<file path="config.mk">
export PLATFORM = sky130hd
export DESIGN_NAME = dcps_power_ctrl
export DESIGN_NICKNAME = d
export VERILOG_FILES = /design/src/include/dcps_pkg.sv /design/src/rtl/dcps_exit_timer.sv /design/src/rtl/dcps_power_ctrl.sv
export VERILOG_INCLUDE_DIRS = /design/src /design/src/include
export SDC_FILE = /design/constraint.sdc
export NUM_CORES = 1
export LEC_CHECK = 0
export BUFFER_PORTS_ARGS = -buffer_cell sky130_fd_sc_hd__buf_2
export CORE_AREA = 3 3 92 50
export CTS_BUF_LIST = sky130_fd_sc_hd__clkbuf_4 sky130_fd_sc_hd__clkbuf_8
export DETAILED_ROUTE_END_ITERATION = 12
export DIE_AREA = 0 0 95 53
export PLACE_DENSITY = 0.77
export RECOVER_POWER = 50
export SKIP_LAST_GASP = 1
export SLEW_MARGIN = 20
export SYNTH_ARGS = -nofsm -noshare
export SYNTH_HDL_FRONTEND = slang
export SYNTH_SLANG_ARGS = --single-unit
export TNS_END_PERCENT = 20
</file>
<file path="constraint.sdc">
create_clock -name clk -period 2 [get_ports clk]
set_clock_uncertainty 0.15 [all_clocks]
set_input_delay 0.1 -clock clk [delete_from_list [all_inputs] [get_ports clk]]
set_output_delay 0.1 -clock clk [all_outputs]
set_load 0.03 [all_outputs]
</file>
<file path="src/include/dcps_regs.svh">
// Constants for the clock-enable power-state block
`ifndef DCPS_REGS_SVH
`define DCPS_REGS_SVH
// Command encodings on {csN, rasN, casN, weN}
`define DCPS_CMD_LMR 4'h0
`define DCPS_CMD_REF 4'h1
`define DCPS_CMD_PRE 4'h2
`define DCPS_CMD_ACT 4'h3
`define DCPS_CMD_WR 4'h4
`define DCPS_CMD_RD 4'h5
`define DCPS_CMD_NOP 4'h7
// Mode register field positions
`define DCPS_MR_PD_BIT 12
`define DCPS_MR_WR_LSB 9
// Registration count for minimum CKE level time
`define DCPS_CKE_REG_CNT 3
// Exit delays in clocks
`define DCPS_XP_CLK 8'h02
`define DCPS_XARD_CLK 8'h02
`define DCPS_XARDS_CLK 8'h08
`define DCPS_XSNR_CLK 8'h20
`define DCPS_XSRD_CLK 8'hc8
`endif

</file>
<file path="src/include/dcps_pkg.sv">
// Types of the clock-enable power-state block
package dcps_pkg;
	typedef enum logic [2:0] {
		DCPS_ACTIVE,
		DCPS_PRE_PD,
		DCPS_ACT_PD,
		DCPS_SELF_REF,
		DCPS_ILLEGAL
	} dcps_state_t;
endpackage

</file>
<file path="src/rtl/dcps_exit_timer.sv">
// Down counter that releases command classes after power-state exit
`timescale 1ns/1ps
`default_nettype none
module dcps_exit_timer #(
	parameter int WIDTH = 8
) (
	// Clock and reset
	input wire logic clk,
	input wire logic rst_b,
	// Load
	input wire logic load,
	input wire logic [WIDTH-1:0] loadValue,
	// Status
	output logic done
);
	logic [WIDTH-1:0] count;

	initial begin
		if (WIDTH < 2) $error("dcps_exit_timer: WIDTH too small");
	end

	// Count down to zero after a load
	always_ff @(posedge clk or negedge rst_b) begin
		if (!rst_b) begin
			count <= '0;
		end else if (load) begin
			count <= loadValue;
		end else if (count != '0) begin
			count <= count - 1'b1;
		end
	end

	assign done = (count == '0);
endmodule
`default_nettype wire

</file>
<file path="src/rtl/dcps_power_ctrl.sv">
// Power-state tracker driven by CKE history and registered commands
`timescale 1ns/1ps
`default_nettype none
`include "dcps_regs.svh"

// Behaviour
// - Idle banks give precharge, else active power-down
// - Wait exit delay before non-READ commands
// - Fast exit READ waits short delay
// - Slow exit READ waits longer delay
// - Action from previous CKE, CKE, command
// - Power-down enter/exit only with NOP/DESELECT
// - Self refresh entry: REFRESH, CKE falls, idle
// - Self refresh exit only with NOP/DESELECT
// - No refresh performed during power-down
// - Termination ignored; off in self refresh
// - Unlisted combinations at a CKE edge flagged illegal; steady CKE never flagged
// - Write-precharge entry one clock after recovery; not timed here, a CKE fall while colBusy is high is flagged illegal
// - Recovery count is rounded-up clock ratio; the modeReg recovery field is not used here
// - Exit at first edge CKE high with NOP
// - Buffers off in power-down; DLL frozen in precharge power-down only
module dcps_power_ctrl #(
	parameter int BANKS = 8,
	parameter int BANK_W = 3
) (
	// Clock and reset
	input wire logic clk,
	input wire logic rst_b,
	// Command pins, sampled on each rising edge
	input wire logic cke,
	input wire logic csN,
	input wire logic rasN,
	input wire logic casN,
	input wire logic weN,
	input wire logic a10,
	input wire logic [BANK_W-1:0] bankAddr,
	input wire logic odt,
	// Configuration
	input wire logic [12:0] modeReg, // Recovery field passes through untouched
	input wire logic colBusy,
	// Status
	output logic [2:0] powerState,
	output logic inPowerDown,
	output logic inSelfRefresh,
	output logic buffersOn,
	output logic dllFrozen,
	output logic odtEnabled,
	output logic nonReadAllowed,
	output logic readAllowed,
	output logic illegalSeq,
	output logic [BANKS-1:0] openRows
);
	dcps_pkg::dcps_state_t state;
	dcps_pkg::dcps_state_t next_state;
	logic ckePrev;
	logic [BANKS-1:0] next_openRows;
	logic nonReadDone;
	logic readDone;
	logic exitLoad;
	logic [7:0] nonReadDelay;
	logic [7:0] readDelay;
	logic next_illegal;

	initial begin
		if (BANKS < 1 || BANKS > (1 << BANK_W)) $error("dcps_power_ctrl: bad BANKS");
	end

	// Command decode
	wire [3:0] cmd = {csN, rasN, casN, weN};
	wire isNop = csN | (cmd == `DCPS_CMD_NOP);
	wire isRef = (cmd == `DCPS_CMD_REF);
	wire isAct = (cmd == `DCPS_CMD_ACT);
	wire isPre = (cmd == `DCPS_CMD_PRE);
	wire allIdle = (openRows == '0);
	wire ckeFall = ckePrev & ~cke;
	wire ckeRise = ~ckePrev & cke;
	wire inPd = (state == dcps_pkg::DCPS_PRE_PD) || (state == dcps_pkg::DCPS_ACT_PD);
	wire inSr = (state == dcps_pkg::DCPS_SELF_REF);
	wire slowExit = modeReg[`DCPS_MR_PD_BIT];

	// Per-bank open row tracking
	genvar b;
	generate
		for (b = 0; b < BANKS; b++) begin : g_bank
			wire hit = (bankAddr == BANK_W'(b));
			assign next_openRows[b] = (cke & ckePrev & isAct & hit) ? 1'b1 :
				(cke & ckePrev & isPre & (a10 | hit)) ? 1'b0 : openRows[b];
		end
	endgenerate

	// Transition selection from CKE history and command; odt takes no part
	always_comb begin
		next_state = state;
		next_illegal = 1'b0;
		case (state)
			dcps_pkg::DCPS_ACTIVE: begin
				if (ckeFall && isNop) begin
					next_state = allIdle ? dcps_pkg::DCPS_PRE_PD : dcps_pkg::DCPS_ACT_PD;
				end else if (ckeFall && isRef && allIdle) begin
					next_state = dcps_pkg::DCPS_SELF_REF;
				end else if (ckeFall || ckeRise) begin
					next_illegal = 1'b1;
				end
			end
			dcps_pkg::DCPS_PRE_PD, dcps_pkg::DCPS_ACT_PD: begin
				// Held while CKE stays low; no refresh runs here
				if (ckeRise && isNop) begin
					next_state = dcps_pkg::DCPS_ACTIVE;
				end else if (ckeRise) begin
					next_illegal = 1'b1;
				end
			end
			dcps_pkg::DCPS_SELF_REF: begin
				if (ckeRise && isNop) begin
					next_state = dcps_pkg::DCPS_ACTIVE;
				end else if (ckeRise) begin
					next_illegal = 1'b1;
				end
			end
			default: begin
				next_state = dcps_pkg::DCPS_ACTIVE;
			end
		endcase
	end

	// Exit delays: non-READ and READ windows per mode
	assign exitLoad = (inPd || inSr) && (next_state == dcps_pkg::DCPS_ACTIVE);
	assign nonReadDelay = inSr ? `DCPS_XSNR_CLK : `DCPS_XP_CLK;
	assign readDelay = inSr ? `DCPS_XSRD_CLK :
		(state == dcps_pkg::DCPS_PRE_PD) ? `DCPS_XP_CLK :
		slowExit ? `DCPS_XARDS_CLK : `DCPS_XARD_CLK;

	dcps_exit_timer #(.WIDTH(8)) u_nonReadTimer (
		.clk(clk),
		.rst_b(rst_b),
		.load(exitLoad),
		.loadValue(nonReadDelay),
		.done(nonReadDone)
	);

	dcps_exit_timer #(.WIDTH(8)) u_readTimer (
		.clk(clk),
		.rst_b(rst_b),
		.load(exitLoad),
		.loadValue(readDelay),
		.done(readDone)
	);

	// State registers
	always_ff @(posedge clk or negedge rst_b) begin
		if (!rst_b) begin
			state <= dcps_pkg::DCPS_ACTIVE;
			ckePrev <= 1'b1; // Active state implies CKE high; no false rise
			openRows <= '0;
			illegalSeq <= 1'b0;
		end else begin
			state <= next_state;
			ckePrev <= cke;
			openRows <= next_openRows;
			illegalSeq <= next_illegal | (ckeFall & colBusy);
		end
	end

	// Registered status outputs
	always_ff @(posedge clk or negedge rst_b) begin
		if (!rst_b) begin
			powerState <= 3'h0;
			inPowerDown <= 1'b0;
			inSelfRefresh <= 1'b0;
			buffersOn <= 1'b1;
			dllFrozen <= 1'b0;
			odtEnabled <= 1'b1;
			nonReadAllowed <= 1'b1;
			readAllowed <= 1'b1;
		end else begin
			powerState <= next_state;
			inPowerDown <= (next_state == dcps_pkg::DCPS_PRE_PD) ||
				(next_state == dcps_pkg::DCPS_ACT_PD);
			inSelfRefresh <= (next_state == dcps_pkg::DCPS_SELF_REF);
			buffersOn <= (next_state == dcps_pkg::DCPS_ACTIVE);
			dllFrozen <= (next_state == dcps_pkg::DCPS_PRE_PD);
			odtEnabled <= (next_state != dcps_pkg::DCPS_SELF_REF);
			nonReadAllowed <= (next_state == dcps_pkg::DCPS_ACTIVE) && !exitLoad && nonReadDone;
			readAllowed <= (next_state == dcps_pkg::DCPS_ACTIVE) && !exitLoad && readDone;
		end
	end

	// Checks
	property p_pd_kind;
		@(posedge clk) disable iff (!rst_b)
		(state == dcps_pkg::DCPS_ACTIVE && ckeFall && isNop) |=>
			(inPowerDown && (dllFrozen == ($past(openRows) == '0)));
	endproperty
	a_pd_kind: assert property (p_pd_kind) else $error("wrong power-down kind");

	property p_sr_entry;
		@(posedge clk) disable iff (!rst_b)
		$rose(inSelfRefresh) |-> ($past(isRef) && ($past(openRows) == '0));
	endproperty
	a_sr_entry: assert property (p_sr_entry) else $error("bad self refresh entry");

	property p_sr_odt;
		@(posedge clk) disable iff (!rst_b)
		inSelfRefresh |-> !odtEnabled;
	endproperty
	a_sr_odt: assert property (p_sr_odt) else $error("termination in self refresh");

	property p_hold_pd;
		@(posedge clk) disable iff (!rst_b)
		(inPowerDown && !cke) |=> inPowerDown;
	endproperty
	a_hold_pd: assert property (p_hold_pd) else $error("power-down dropped");

	property p_exit;
		@(posedge clk) disable iff (!rst_b)
		(inPd && ckeRise && isNop) |=> (!inPowerDown && buffersOn);
	endproperty
	a_exit: assert property (p_exit) else $error("exit missed");

	property p_xsrd;
		@(posedge clk) disable iff (!rst_b)
		(inSr && ckeRise && isNop) |=> !readAllowed [*8];
	endproperty
	a_xsrd: assert property (p_xsrd) else $error("read released early");

	property p_slow;
		@(posedge clk) disable iff (!rst_b)
		(state == dcps_pkg::DCPS_ACT_PD && ckeRise && isNop && slowExit) |=>
			(!readAllowed [*8]) ##1 !readAllowed ##1 readAllowed;
	endproperty
	a_slow: assert property (p_slow) else $error("slow exit read timing");

	property p_fast;
		@(posedge clk) disable iff (!rst_b)
		(state == dcps_pkg::DCPS_ACT_PD && ckeRise && isNop && !slowExit) |=>
			!readAllowed ##1 !readAllowed ##1 !readAllowed ##1 readAllowed;
	endproperty
	a_fast: assert property (p_fast) else $error("fast exit read timing");

	property p_illegal;
		@(posedge clk) disable iff (!rst_b)
		(inPd && ckeRise && !isNop) |=> illegalSeq;
	endproperty
	a_illegal: assert property (p_illegal) else $error("illegal exit not flagged");
endmodule
`default_nettype wire

</file>
==> results.sh <==
export IMPL_synthArstFlopShare_pct=100
export IMPL_post_cts_buffers=0
export IMPL_area_delta_synth_final_pct=22.0
export IMPL_drc=0
export IMPL_ys_ff_latch=36
export IMPL_diodes=0
export IMPL_drt_total_wl_um=4190
export IMPL_die_h_um=53
export IMPL_crit_path_cell_trace="inv_1, ha_1, nand4_1, a32oi_2, a32oi_4, xor2_1"
export IMPL_syn_area_um2=1920
export IMPL_die_area_um2=5040
export IMPL_clockBufferDepth=2
export IMPL_grt_max_degree=37
export IMPL_drt_pass1_iter_count=4
export IMPL_ir_drop_mv=0.455
export IMPL_finalNonFillerCells=298
export IMPL_drv_cap=0
export IMPL_grt_overflow_total=0
export IMPL_grt_pass1_vias=1727
export IMPL_insertion_delay_ns=0.29
export IMPL_ys_flop_type="dfrtp_1"
export IMPL_yosys_cell_count_top_type="dfrtp_1"
export IMPL_rsz0062_at_grt="true"
export IMPL_syn_inst=194
export IMPL_stdcell_area_um2=2340
export IMPL_final_util_pct=60.6
export IMPL_cpPeakStageDelay_ns=0.54
export IMPL_rows=16
export IMPL_drtIter0Drc=67
export IMPL_grt_first_pass_wirelength_um=7510
export IMPL_hp_class="input port to register"
export IMPL_routabilityCongestion=0.830
export IMPL_critPathArrivalTime_ns=1.97
export IMPL_path_class="register to register"
export IMPL_routedWlPerCell_um=14.0
export IMPL_startpoint_type="register"
export IMPL_grt_usage_pct=19.2
export IMPL_hold_viol=0
export IMPL_ant_nets=0
export IMPL_holdPathStages=3
export IMPL_synth_top_cell_area_share_pct=40.4
export IMPL_yosysTopAreaCell="dfrtp_1"
export IMPL_placed_area_um2=2220
export IMPL_avgViaCountPerCell=5.54
export IMPL_max_freq_mhz=523
export IMPL_antenna_found_initial=0
export IMPL_h_tree_depth=2
export IMPL_syn_nets=225
export IMPL_path_buf_inv=1
export IMPL_pin_count=45
export IMPL_ff2ff_path_depth=6
export IMPL_nets=274
export IMPL_yosys_top_cells_area="dfrtp_1 (40%), dfstp_2 (6.8%), a21oi_1 (5.2%)"
export IMPL_critPathMaxFanout=8
export IMPL_cts_sinks=36
export IMPL_ys_types=49
export IMPL_via_count=1652
export IMPL_ys_warn_count=0
export IMPL_clock_root_buffer="clkbuf_8"
export IMPL_placed_cells=287
export IMPL_powerDensity_nw_per_um2=1160
export IMPL_clk_pin_slew_ns=0.08
export IMPL_dp_hpwl_um=3020
export IMPL_relSlewSlack_pct=41.4
export IMPL_die_w_um=95
export IMPL_portBuffers=31
export IMPL_slew_viol_final=0
export IMPL_core_um2=3860
export IMPL_period_minus_slack_ns=1.91
export IMPL_cp_num_cells=6
export IMPL_cp_required_ns=2.05
export IMPL_fin_crit_sh_pct=95.7
export IMPL_cpLargestDelayFamily="flip-flops"
export IMPL_setup_viol=0
export IMPL_leakagePower_nw=1.04
export IMPL_ys_seq_area_share_pct=47.2
export IMPL_synth_common_cells="dfrtp_1 (31), a21oi_1 (20), nor2_1 (17)"
export IMPL_cts_tree="yes"
export IMPL_synth_avg_cell_area_um2=9.90
export IMPL_numCtsBuffers=5
export IMPL_status="complete, no violations"
export IMPL_synth_edff_count=0
export IMPL_worst_slew_pin_slew_ns=0.880
export IMPL_critPathSlowestCell="dfstp_2"
export IMPL_start_util_pct=49.7
export IMPL_layout_drive_gt1_share_pct=24.2
export IMPL_cp_end_kind="register"
final timing paths:
check,to,from,slack (ns)
setup / recovery,inPowerDown$_DFF_PN0_,ckePrev$_DFF_PN1_,0.09
hold / removal,openRows[4]$_DFFE_PN0P_,a10,0.01
setup reg to reg,inPowerDown$_DFF_PN0_,ckePrev$_DFF_PN1_,0.09
hold reg to reg,openRows[3]$_DFFE_PN0P_,openRows[3]$_DFFE_PN0P_,0.38
max in group asynchronous,powerState[0]$_DFF_PN0_,rst_b,0.83
min in group asynchronous,u_readTimer.count[5]$_DFFE_PN0P_,rst_b,0.31
where the power goes:
| part | switching, W | internal [W] |
|---|---|---|
| clock network | 0.000244 | 0.000271 |
| logic | 0.000569 | 0.000509 |
| registers | 0.000186 | 0.000941 |
| total | 0.000998 | 0.00172 |
logic make-up (layout without fill, tap and decap cells):
family	count (synthesis)	count (layout)	share of synthesized area [%]
and+or+nand+nor	76	76	22.6
xor gates and xnor gates	6	6	2.74
DFF	36	36	47.2
muxes	1	1	0.521
other	1	1	0.195
AOI/OAI and AO/OA	56	56	20.9
buffers and inverters	13	63	2.54
adders and majority gates	5	5	3.26
cell type report:
cell class                      instances  area [um2]
Fill cell                             340        1520
Multi-Input combinational cell        145         981
Sequential cell                        36         907
Timing Repair Buffer                   47         268
Clock buffer                            7        83.8
Tap cell                               54        67.6
Inverter                                8        30.0
Clock inverter                          1        5.00
timing repair:
item	in CTS	in global routing
setup endpoints to repair	0	7
gates resized for setup	0	4
hold endpoints to repair	33	0
hold buffers	3	0
registers in the layout (all words and copies together), names as in the netlist, 3 cells and up:
register	flops
openRows	8
u_nonReadTimer.count	8
u_readTimer.count	8
powerState	3
per-stage QoR:
stage | hold WS, ns | power [W] | worst slack, ns | TNS (ns)
2_1_floorplan | -0.346 | 0.00184 | 0.0892 | 0
3_3_place_gp | 0.0677 | 0.00214 | 0.113 | 0
3_5_place_dp | 0.0831 | 0.00219 | 0.0849 | 0
4_1_cts | 0.00640 | 0.00273 | 0.0488 | 0
5_1_grt | 0.0406 | 0.00295 | -0.0219 | -0.0611
6_report | 0.0124 | 0.00272 | 0.0862 | 0
routing by layer:
layer / global-route usage, % / part of all wire, % / up-vias
li1: - / - / 814
met1: 23.1 / 45 / 807
met2: 34.9 / 51 / 24
met3: 4.40 / 3.4 / 7
met4: 5.26 / 1.1 / 0
met5: 0 / 0 / -
layout by cell type (no fill, tap or decap), drive strengths merged, types with 2 or more instances in the layout:
cell	instances
o21ai	7
o31a	2
nor4b	3
a22o	2
clkbuf	20
nor4	6
nand3	3
a21oi	20
a21o	4
o31ai	2
dlygate4sd3	3
or3	6
nor3	7
nor2b	3
and3	2
xnor2	3
o21bai	2
buf	31
a32oi	3
dfstp	5
nand2b	4
nand4b	2
nand4	3
xor2	3
nor2	18
dfrtp	31
o21a	2
nand3b	3
inv	8
a31oi	5
nand2	11
ha	5
a31o	2
tightest hold or removal path, stage by stage:
cell and delay, ns:
buf_2 0.15, a21o_1 0.10, a21oi_1 0.05
(Power assumes the default switching activity.)
